[config.mk]
export PLATFORM = sky130hd
export DESIGN_NAME = tcsr_regs
export DESIGN_NICKNAME = d
export VERILOG_FILES = /design/src/tcsr_pkg.sv /design/src/tcsr_cfg_if.sv /design/src/tcsr_color_map.sv /design/src/tcsr_regs.sv /design/src/tcsr_task_latch.sv
export SDC_FILE = /design/constraint.sdc
export NUM_CORES = 1
export LEC_CHECK = 0
export ABC_AREA = 1
export ABC_CLOCK_PERIOD_IN_PS = 7500
export BUFFER_PORTS_ARGS = -buffer_cell sky130_fd_sc_hd__buf_2
export CAP_MARGIN = 10
export CORE_MARGIN = 4
export CORE_UTILIZATION = 40
export DETAILED_ROUTE_END_ITERATION = 6
export PLACE_DENSITY_LB_ADDON = 0.25
export SETUP_SLACK_MARGIN = 0.15
export SYNTH_ARGS = -nofsm -noshare
export SYNTH_HDL_FRONTEND = slang
export SYNTH_HIERARCHICAL = 1
export SYNTH_SLANG_ARGS = --single-unit
[constraint.sdc]
create_clock -name clk_sys -period 7.5 [get_ports clk_sys]
set_clock_uncertainty 0.15 [all_clocks]
set_input_delay 2.25 -clock clk_sys [delete_from_list [all_inputs] [get_ports clk_sys]]
set_output_delay 2.25 -clock clk_sys [all_outputs]
set_load 0.02 [all_outputs]
[src/tcsr_pkg.sv]
// package: register map, field layout and reset values of the text
// colour and spacing register bank
// assumes: byte-wide registers, each on its own 32-bit APB word
package tcsr_pkg;

    // ------------------------------------------------------------
    // bus geometry
    // ------------------------------------------------------------
    localparam int ADDR_W = 12;
    localparam int DATA_W = 32;
    localparam int IDX_W  = 8;

    // ------------------------------------------------------------
    // register indices (byte address is four times the index)
    // ------------------------------------------------------------
    localparam logic [IDX_W-1:0] IDX_LINE_GAP   = 8'hD0;
    localparam logic [IDX_W-1:0] IDX_SPACING    = 8'hD1;
    localparam logic [IDX_W-1:0] IDX_FORE_RED   = 8'hD2;
    localparam logic [IDX_W-1:0] IDX_FORE_GREEN = 8'hD3;
    localparam logic [IDX_W-1:0] IDX_FORE_BLUE  = 8'hD4;
    localparam logic [IDX_W-1:0] IDX_BACK_RED   = 8'hD5;
    localparam logic [IDX_W-1:0] IDX_BACK_GREEN = 8'hD6;
    localparam logic [IDX_W-1:0] IDX_BACK_BLUE  = 8'hD7;
    localparam logic [IDX_W-1:0] IDX_RSVD_FIRST = 8'hD8;
    localparam logic [IDX_W-1:0] IDX_RSVD_LAST  = 8'hDA;
    localparam logic [IDX_W-1:0] IDX_GLYPH_B0   = 8'hDB;
    localparam logic [IDX_W-1:0] IDX_GLYPH_B1   = 8'hDC;
    localparam logic [IDX_W-1:0] IDX_GLYPH_B2   = 8'hDD;
    localparam logic [IDX_W-1:0] IDX_GLYPH_B3   = 8'hDE;
    localparam logic [IDX_W-1:0] IDX_STATUS     = 8'hF0;
    localparam logic [IDX_W-1:0] IDX_DEPTH      = 8'hF1;

    // ------------------------------------------------------------
    // fields and reset values
    // ------------------------------------------------------------
    localparam int GAP_W       = 5;
    localparam int SPACE_W     = 6;
    localparam int BUSY_BIT    = 3;
    localparam logic [7:0] FORE_RESET    = 8'hFF;
    localparam logic [7:0] BACK_RESET    = 8'h00;
    localparam logic [7:0] PLAIN_RESET   = 8'h00;

    typedef enum logic [1:0] {
        DEPTH_8  = 2'h0,
        DEPTH_16 = 2'h1,
        DEPTH_24 = 2'h2
    } tcsr_depth_t;
    localparam logic [1:0] DEPTH_RESET = 2'h0;

endpackage

[src/tcsr_cfg_if.sv]
// interface: live engine settings passed from the register bank to
// the task snapshot stage
// assumes: one clock domain, pure wires
interface tcsr_cfg_if;
    logic [4:0]  lineGap;
    logic [5:0]  spacing;
    logic [23:0] forePix;
    logic [23:0] backPix;
    logic [31:0] glyphBase;

    modport src (output lineGap, spacing, forePix, backPix, glyphBase);
    modport snk (input  lineGap, spacing, forePix, backPix, glyphBase);
endinterface

[src/tcsr_color_map.sv]
// colour mapper: packs one 8:8:8 colour into the pixel of the
// selected depth, right aligned, upper bits zero
// assumes: depth code 2'h3 behaves as 24-bit
module tcsr_color_map
    import tcsr_pkg::*;
(
    input  wire logic        clk_sys,
    input  wire logic        reset,
    input  wire logic [7:0]  red,
    input  wire logic [7:0]  green,
    input  wire logic [7:0]  blue,
    input  wire logic [1:0]  depth,
    output      logic [23:0] pix
);

    // ------------------------------------------------------------
    // packing
    // ------------------------------------------------------------
    always_comb begin
        case (depth)
            // [RQ5] red 7:5, green 7:5, blue 7:6
            DEPTH_8:  pix = {16'h0000, red[7:5], green[7:5], blue[7:6]};
            // [RQ6] red 7:3, green 7:2, blue 7:3
            DEPTH_16: pix = {8'h00, red[7:3], green[7:2], blue[7:3]};
            // [RQ7] every component bit kept
            default:  pix = {red, green, blue};
        endcase
    end
endmodule // tcsr_color_map

[src/tcsr_regs.sv]
// text colour and spacing register bank with APB slave and task
// snapshot toward the drawing engine
// assumes: APB3 master on clk_sys, engine pulses start and done
//
// Behaviour
// [RQ1] five-bit line gap in pixels at wrap
// [RQ2] gap painted background, never enlarged
// [RQ3] six-bit inter-character spacing, 0 to 63
// [RQ4] spacing painted background, never enlarged
// [RQ5] red uses 7:5, 7:3 or 7:0
// [RQ6] green uses 7:5, 7:2 or 7:0
// [RQ7] blue uses 7:6, 7:3 or 7:0
// [RQ8] foreground for draw/text, resets to FFh
// [RQ9] background for text, resets to 00h
// [RQ10] host keeps background unequal to foreground
// [RQ11] glyph base built from four bytes
// [RQ12] glyph data fetched from programmed base
// [RQ13] host waits busy low before changing
// [RQ14] reserved bytes read zero, writes ignored
// [RQ15] line gap bits 7:5 read zero
// [RQ16] settings frozen for a whole task
module tcsr_regs
    import tcsr_pkg::*;
(
    input  wire logic              clk_sys,
    input  wire logic              reset,
    input  wire logic              psel,
    input  wire logic              penable,
    input  wire logic              pwrite,
    input  wire logic [ADDR_W-1:0] paddr,
    input  wire logic [DATA_W-1:0] pwdata,
    output      logic [DATA_W-1:0] prdata,
    output      logic              pready,
    output      logic              pslverr,
    input  wire logic              taskStart,
    input  wire logic              taskDone,
    output      logic [4:0]        engLineGap,
    output      logic [5:0]        engSpacing,
    output      logic [23:0]       engFore,
    output      logic [23:0]       engBack,
    output      logic [31:0]       engGlyphBase,
    output      logic              engBusy
);

    // ------------------------------------------------------------
    // storage
    // ------------------------------------------------------------
    logic [4:0]  lineGap_q;
    logic [7:0]  spacing_q;
    logic [7:0]  foreRed_q;
    logic [7:0]  foreGreen_q;
    logic [7:0]  foreBlue_q;
    logic [7:0]  backRed_q;
    logic [7:0]  backGreen_q;
    logic [7:0]  backBlue_q;
    logic [7:0]  glyph_q [4];
    logic [1:0]  depth_q;
    logic        pready_q;
    logic        pslverr_q;
    logic [31:0] prdata_q;
    logic [7:0]  idx;
    logic        aligned;
    logic        wrEn;
    logic        rdHit;
    logic [7:0]  rdByte;

    tcsr_cfg_if cfg ();

    function automatic logic mapped(input logic [7:0] i);
        mapped = (i >= IDX_LINE_GAP && i <= IDX_GLYPH_B3)
            || i == IDX_STATUS || i == IDX_DEPTH;
    endfunction

    // ------------------------------------------------------------
    // bus decode
    // ------------------------------------------------------------
    assign idx     = paddr[9:2];
    assign aligned = paddr[1:0] == 2'h0 && paddr[11:10] == 2'h0;
    // write lands at the edge where the access phase is answered
    assign wrEn    = psel && penable && pready_q && pwrite
        && aligned && mapped(idx);

    // no wait states: ready in the first access cycle
    always_ff @(posedge clk_sys or posedge reset) begin
        if (reset) begin
            pready_q  <= 1'b0;
            pslverr_q <= 1'b0;
        end else begin
            pready_q  <= psel && !penable;
            pslverr_q <= psel && !penable && !(aligned && mapped(idx));
        end
    end

    // ------------------------------------------------------------
    // register writes
    // ------------------------------------------------------------
    always_ff @(posedge clk_sys or posedge reset) begin
        if (reset) begin
            lineGap_q <= '0;
            spacing_q <= PLAIN_RESET;
            depth_q   <= DEPTH_RESET;
        end else if (wrEn) begin
            // [RQ15] upper gap bits dropped
            if (idx == IDX_LINE_GAP) lineGap_q <= pwdata[GAP_W-1:0];
            if (idx == IDX_SPACING)  spacing_q <= pwdata[7:0];
            if (idx == IDX_DEPTH)    depth_q   <= pwdata[1:0];
        end
    end

    // [RQ8] foreground resets to all ones
    always_ff @(posedge clk_sys or posedge reset) begin
        if (reset) begin
            foreRed_q   <= FORE_RESET;
            foreGreen_q <= FORE_RESET;
            foreBlue_q  <= FORE_RESET;
        end else if (wrEn) begin
            if (idx == IDX_FORE_RED)   foreRed_q   <= pwdata[7:0];
            if (idx == IDX_FORE_GREEN) foreGreen_q <= pwdata[7:0];
            if (idx == IDX_FORE_BLUE)  foreBlue_q  <= pwdata[7:0];
        end
    end

    // [RQ9] background resets to zero
    always_ff @(posedge clk_sys or posedge reset) begin
        if (reset) begin
            backRed_q   <= BACK_RESET;
            backGreen_q <= BACK_RESET;
            backBlue_q  <= BACK_RESET;
        end else if (wrEn) begin
            if (idx == IDX_BACK_RED)   backRed_q   <= pwdata[7:0];
            if (idx == IDX_BACK_GREEN) backGreen_q <= pwdata[7:0];
            if (idx == IDX_BACK_BLUE)  backBlue_q  <= pwdata[7:0];
        end
    end

    // [RQ11] one byte per glyph base register
    // bounded both ways: status and depth indices lie above
    always_ff @(posedge clk_sys or posedge reset) begin
        if (reset) begin
            for (int i = 0; i < 4; i++) glyph_q[i] <= PLAIN_RESET;
        end else if (wrEn && idx >= IDX_GLYPH_B0
                && idx <= IDX_GLYPH_B3) begin
            glyph_q[2'(idx - IDX_GLYPH_B0)] <= pwdata[7:0];
        end
    end

    // ------------------------------------------------------------
    // read mux
    // ------------------------------------------------------------
    always_comb begin
        rdByte = 8'h00;
        case (idx)
            // [RQ15] bits 7:5 read zero
            IDX_LINE_GAP:   rdByte = {3'h0, lineGap_q};
            IDX_SPACING:    rdByte = spacing_q;
            IDX_FORE_RED:   rdByte = foreRed_q;
            IDX_FORE_GREEN: rdByte = foreGreen_q;
            IDX_FORE_BLUE:  rdByte = foreBlue_q;
            IDX_BACK_RED:   rdByte = backRed_q;
            IDX_BACK_GREEN: rdByte = backGreen_q;
            IDX_BACK_BLUE:  rdByte = backBlue_q;
            IDX_GLYPH_B0:   rdByte = glyph_q[0];
            IDX_GLYPH_B1:   rdByte = glyph_q[1];
            IDX_GLYPH_B2:   rdByte = glyph_q[2];
            IDX_GLYPH_B3:   rdByte = glyph_q[3];
            IDX_STATUS:     rdByte = 8'(engBusy) << BUSY_BIT;
            IDX_DEPTH:      rdByte = {6'h00, depth_q};
            // [RQ14] reserved and unmapped read zero
            default:        rdByte = 8'h00;
        endcase
    end

    assign rdHit = psel && !penable && !pwrite && aligned;

    always_ff @(posedge clk_sys or posedge reset) begin
        if (reset) begin
            prdata_q <= '0;
        end else if (rdHit) begin
            prdata_q <= {24'h000000, rdByte};
        end
    end

    assign prdata  = prdata_q;
    assign pready  = pready_q;
    assign pslverr = pslverr_q;

    // ------------------------------------------------------------
    // live settings toward the snapshot
    // ------------------------------------------------------------
    // [RQ1] gap passed in pixels
    assign cfg.lineGap   = lineGap_q;
    // [RQ3] low six bits give the spacing
    assign cfg.spacing   = spacing_q[SPACE_W-1:0];
    // [RQ11] bytes joined low to high
    assign cfg.glyphBase = {glyph_q[3], glyph_q[2], glyph_q[1], glyph_q[0]};

    tcsr_color_map u_fore (
        .clk_sys (clk_sys),
        .reset   (reset),
        .red     (foreRed_q),
        .green   (foreGreen_q),
        .blue    (foreBlue_q),
        .depth   (depth_q),
        .pix     (cfg.forePix)
    );

    tcsr_color_map u_back (
        .clk_sys (clk_sys),
        .reset   (reset),
        .red     (backRed_q),
        .green   (backGreen_q),
        .blue    (backBlue_q),
        .depth   (depth_q),
        .pix     (cfg.backPix)
    );

    // [RQ2] gap and spacing carry no enlargement; the engine fills
    // them with engBack, the same pixel it uses for text background
    // [RQ4] spacing width passed unscaled
    // [RQ12] engine fetches glyphs from engGlyphBase
    tcsr_task_latch u_latch (
        .clk_sys     (clk_sys),
        .reset       (reset),
        .taskStart   (taskStart),
        .taskDone    (taskDone),
        .cfg         (cfg),
        .lineGap_q   (engLineGap),
        .spacing_q   (engSpacing),
        .forePix_q   (engFore),
        .backPix_q   (engBack),
        .glyphBase_q (engGlyphBase),
        .busy_q      (engBusy)
    );
endmodule // tcsr_regs

[src/tcsr_task_latch.sv]
// task snapshot: freezes the settings while a drawing or text task
// runs and tracks the busy flag
// assumes: engine pulses taskStart and taskDone for one cycle each
module tcsr_task_latch
    import tcsr_pkg::*;
(
    input  wire logic        clk_sys,
    input  wire logic        reset,
    input  wire logic        taskStart,
    input  wire logic        taskDone,
    tcsr_cfg_if.snk          cfg,
    output      logic [4:0]  lineGap_q,
    output      logic [5:0]  spacing_q,
    output      logic [23:0] forePix_q,
    output      logic [23:0] backPix_q,
    output      logic [31:0] glyphBase_q,
    output      logic        busy_q
);

    // ------------------------------------------------------------
    // busy flag: a new start in the done cycle keeps it set
    // ------------------------------------------------------------
    always_ff @(posedge clk_sys or posedge reset) begin
        if (reset) begin
            busy_q <= 1'b0;
        end else if (taskStart) begin
            busy_q <= 1'b1;
        end else if (taskDone) begin
            busy_q <= 1'b0;
        end
    end

    // [RQ16] sample at task start
    always_ff @(posedge clk_sys or posedge reset) begin
        if (reset) begin
            lineGap_q   <= '0;
            spacing_q   <= '0;
            forePix_q   <= '0;
            backPix_q   <= '0;
            glyphBase_q <= '0;
        end else if (taskStart) begin
            lineGap_q   <= cfg.lineGap;
            spacing_q   <= cfg.spacing;
            forePix_q   <= cfg.forePix;
            backPix_q   <= cfg.backPix;
            glyphBase_q <= cfg.glyphBase;
        end
    end
endmodule // tcsr_task_latch

Word-level counts from Yosys, hierarchy flattened
Cells that the tools add are included.

Register bits: 197. Input bits: 51. Output and inout bits: 126.

$add $sub $neg: 1. Order comparisons: 5. Equality and inequality tests: 15. Muxes and demuxes: 8. Bitwise operators: 1. Reductions and logical operators: 33.

Operators with widths (count): 8-bit == test, second input constant (14); 8-bit one-hot mux with 14 select lines (1); 24-bit one-hot mux with 2 select lines (2); 32-bit bitwise mux (1); 2-bit AND reduction (9); 8-bit demux with 2-bit select (1); 8-bit >= comparator, second input constant (2); 1-bit logical AND (15); 8-bit less-or-equal comparator, second input constant (1); 8-bit two-way mux (1); 2-bit zero test (3); 3-bit >= comparator, second input constant (1); 1-bit zero test (3); 3-bit by 1-bit less-than comparator with 1-bit output, second input constant (1); 2-bit inverter with 3-bit output (1); 2-bit by 1-bit == test with 1-bit output, second input constant (1); 1-bit logical OR (2); 1-bit two-way mux (2); 2-bit nonzero test (1); 2-bit subtractor, second input constant (1).

Depth between registers and ports, before layout
Depth after elaboration: 7. Gate-level depth with buffers: 12.

Hierarchy
Netlist, hierarchy kept.

By module, submodules not included: tcsr_regs (instances 1, cells each 748, area an instance 5641.7 µm²); tcsr_task_latch (instances 1, cells each 390, area an instance 3509.6 µm²); tcsr_color_map (instances 2, cells each 78, area an instance 334.1 µm²).

Worst setup path after synthesis
OpenSTA, ideal clock, no wires.

Path type: input to register. Start: input port paddr[3]. End: register glyph_q, in the netlist cfg.glyphBase[10]. Setup time: 122 ps. Arrival: 3427 ps. Data required time: 7228 ps. Setup slack: 3801 ps. Cell stages on the path: 11. Buffers on the path: 1. Cells stage by stage: inv_1 -> nand2_1 -> inv_2 -> nand2_1 -> nor2_2 -> nor2_1 -> nand2_2 -> nand4_1 -> clkbuf_1 -> o21bai_1 -> nand2_1.

Word-level cells in the longest chain between the ends: 7.

RTL lines: start, declared (line tcsr_regs.sv:30) `input wire logic [ADDR_W-1:0] paddr,`; 2-bit subtractor (tied with other cells) (line tcsr_regs.sv:143) `glyph_q[2'(idx - IDX_GLYPH_B0)] <= pwdata[7:0];`; 2-bit inverter with 3-bit output (implied by the code) / 1-bit logical AND (equally long branches) (line tcsr_regs.sv:143, tcsr_regs.sv:70); 3-bit >= comparator (implied by the code) (tied with other cells) (line tcsr_regs.sv:143); 1-bit logical AND (implied by the code) / 1-bit logical OR (equally long branches) (line tcsr_regs.sv:143, tcsr_regs.sv:71); 8-bit two-way mux (implied by the code) / 1-bit logical AND (equally long branches) (line tcsr_regs.sv:143, tcsr_regs.sv:81); 8-bit demux with 2-bit select / 1-bit logical AND (equally long branches) (line tcsr_regs.sv:143, tcsr_regs.sv:141); 32-bit bitwise mux / 1-bit logical AND (equally long branches) (line tcsr_regs.sv:143, tcsr_regs.sv:142); end signal, assigned by index (line tcsr_regs.sv:143); end, declared (line tcsr_regs.sv:56) `logic [7:0] glyph_q [4];`.

Parallel ways exist; a longest one is shown, timed or not. A chain may end at the register's enable or synchronous reset.

Final worst setup path
Start: input port paddr[3]. End: register glyph_q, in the netlist cfg.glyphBase[25].

Same word-level chain as after synthesis.

==> flow_summary.yaml <==
sta:
  timing.final.crit_share_pct: 65.4
  layout_min_cycle_time_ns: 4.91
  report.final.setup_viol: 0
  unrepaired_setup_endpoints_after_global_routing: "false"
  worst_pin_slew_ns: 1.00
  relSlewSlack_pct: 33.2
  setup-tns-final_ns: 0
  hold_violations: 0
  fin_ws_ns: 2.59
  fmaxAchievable_mhz: 204
  fin_hold_ws_ns: 0.316
  final-max-slew-violation-count: 0
global_route:
  global_route.peak_usage_layer: "met2"
  grt_antenna_before_repair: 3
  met3_usage_pct: 3.82
  globalRouteMet2Util_pct: 33.7
  groute.layer.met1.usage_pct: 30.2
  first_global_vias: 8277
  globalRouteTotalUtil_pct: 21.3
  grt_pass1_wl_mm: 45.3
  grt_start_max_net_pins: 93
  grt_overflow: 0
routing:
  firstDrtPassIters: 7
  route.detailed.vias_per_inst: 4.97
  dr.first_iter.drc_count: 747
  drt.antenna.violating_nets: 0
  wirelength_mm: 28.2
  drc_errors: 0
  route.vias.total: 8590
  avgRoutedWirePerCell_um: 16.3
worst_setup_path:
  start_kind: "input port"
  path_class: "input port to flip-flop"
  critical_path.endpoint_type: "flip-flop"
  critical_path_required_ns: 7.72
  critical_path.max_fanout: 52
  worst_ep_arrival_time_ns: 5.13
logic_synthesis:
  yosys_register_bits: 197
  share_of_flip_flops_with_an_asynchronous_set_or_reset_after_synthesis_pct: 100
  synth_flop_cell: "dfrtp_1"
  netlist_instances: 1294
  ys.warnings.count: 6
  synth_enable_flop_cells: 0
  synth.lib_cells_used.distinct: 29
  post_synth.cell_area_avg_um2: 7.59
  ys_seq_area_share_pct: 50.5
  synth_area_um2: 9820
cts:
  max-clock-path-buffers: 2
  clk_root_buffer_cell: "clkbuf_16"
  cts-resized-gates: 0
  post_cts_buffers: 0
  tritoncts_buffers: 17
  worst_setup_hold_path_clk_slew_ns: 0.07
  cts_hold_fix_bufs: 0
  htreeDepth: 4
  cts_tree: "yes"
  clock_latency_ns: 0.44
  numClockSinks: 197
final_layout:
  seqCellArea_um2: 4960
  final_net_count: 1442
  stdcell_area_um2: 11100
  nFillCells: 2517
  layout-area-overhead-vs-synth_pct: 13.0
  area_of_the_multi_input_gates_um2: 4030
  drive_above_1_share_pct: 15.8
hold_path:
  worstHoldPathType: "flip-flop to flip-flop"
die:
  pin_count: 177
  die-area_um2: 27100
  coreArea_um2: 24200
  dieWidth_um: 165
  floorplan.initialDensity_pct: 40.5
  die-height_um: 165
  fp-row-count: 57
power_and_ir_drop:
  vdd_ir_drop_max_mv: 0.123
  fin_total_pwr_uw: 2190
  total_leakage_power_uw: 0.00610
  power.density_cell_area_nw_per_um2: 198
place:
  portBuffers: 128
  cell_area_reported_after_detailed_placement_um2: 10500
  detailedPlace.worstSlack_ns: 2.19
  gpl.final_weighted_congestion: 0.969
  detailedPlacementHpwl_mm: 19.6
outcome:
  outcome: "finished, final reports clean"
flow_run:
  max_cap_viol_count: 0
## flip-flops by register name (all words and copies together), names as in the netlist
register / cells
foreBlue_q: 8
cfg.glyphBase: 32
u_latch/backPix_q: 24
prdata: 8
foreGreen_q: 8
foreRed_q: 8
backRed_q: 8
depth_q: 2
spacing_q: 8
pslverr: 1
u_latch/forePix_q: 24
backGreen_q: 8
pready: 1
u_latch/busy_q: 1
backBlue_q: 8
u_latch/spacing_q: 6
cfg.lineGap: 5
u_latch/lineGap_q: 5
u_latch/glyphBase_q: 32
## Yosys cell counts (all sizes together) (2+ instances only)
cell | number | area (um2)
clkinv | 2 | 7.51
o21ai | 77 | 385
clkbuf | 20 | 77.6
inv | 104 | 390
dfrtp | 173 | 4330
buf | 62 | 448
nor3 | 7 | 35.0
dfstp | 24 | 631
o211ai | 3 | 22.5
nand2 | 594 | 2230
o21bai | 32 | 240
nand3 | 109 | 558
nor2 | 62 | 303
o22ai | 9 | 56.3
nand4 | 11 | 68.8
## power breakdown
part	internal, uW	switching (uW)	leakage, uW	total [uW]
clock network	488	441	0.000290	929
logic	36.5	133	0.00355	170
registers	1080	11.0	0.00226	1090
## through the flow
step,instances,util [%]
after floorplan,1317,-
after global placement,1696,43.3
after detailed placement,1696,43.3
after CTS,1728,45.7
after global routing,1729,45.7
final,1729,45.7
## final cells by class
| cell class | count | area share (%) |
|---|---|---|
| flip-flops and latches | 197 | 44.7 |
| repair buffers | 137 | 6.38 |
| well taps | 324 | 3.65 |
| clock inverters | 13 | 1.24 |
| inverters | 106 | 3.62 |
| diodes | 1 | 0.0226 |
| multi-input cells | 932 | 36.3 |
| clock buffers | 19 | 4.08 |
## placed cells by master (no fill, tap or decap), types with 2 or more instances in the layout
cell and count:
buf_2 128, buf_4 9, clkbuf_16 17, clkbuf_8 2, clkinv_1 2, clkinv_2 2
clkinv_4 4, conb_1 24, dfrtp_1 173, dfstp_2 24, inv_1 95, inv_2 7
inv_6 3, inv_8 3, nand2_1 593, nand3_1 108, nand4_1 11, nor2_1 45
nor2_2 11, nor2_4 6, nor3_1 7, o211ai_1 3, o21ai_0 75, o21ai_1 2
o21bai_1 32, o22ai_1 9
## worst max-delay path, stage by stage
cell	delay [ns]
buf_2	0.14
inv_1	0.06
nor2_1	0.65
nand3_1	0.26
nand2_1	0.13
nand2_1	0.07
nand2_2	0.14
nand3_4	0.49
nor2_2	0.31
buf_4	0.35
nand3_1	0.12
nand2_1	0.11
## logic make-up after synthesis
logic type	after synthesis	share of synthesized area [%]
simple gates	785	32.7
flops	197	50.5
buf+inv	188	9.40
compound gates	123	7.30
other cells	1	0.0382
## layer usage
layer  vias to the layer above  part of all wire (%)  wire length (um)
met5                         -                 0.096                27
met4                         4                   1.9               548
met3                        44                   6.6              1860
met2                       273                    46             13100
met1                      4071                    45             12700
li1                       4198                     -                 -
## worst paths after layout
check                                startpoint                    end  slack (ns)  depth (start not counted)
setup reg to reg                         pready      cfg.glyphBase[25]        5.19                          7
setup / recovery                       paddr[3]      cfg.glyphBase[25]        2.59                         12
hold / removal             u_latch/forePix_q[4]   u_latch/forePix_q[4]        0.32                          2
hold reg to reg            u_latch/forePix_q[4]   u_latch/forePix_q[4]        0.32                          2
max in group asynchronous                 reset         foreGreen_q[5]        4.26                          3
min in group asynchronous                 reset  u_latch/forePix_q[22]        1.82                          2
Power figures use the tool's default switching activity.
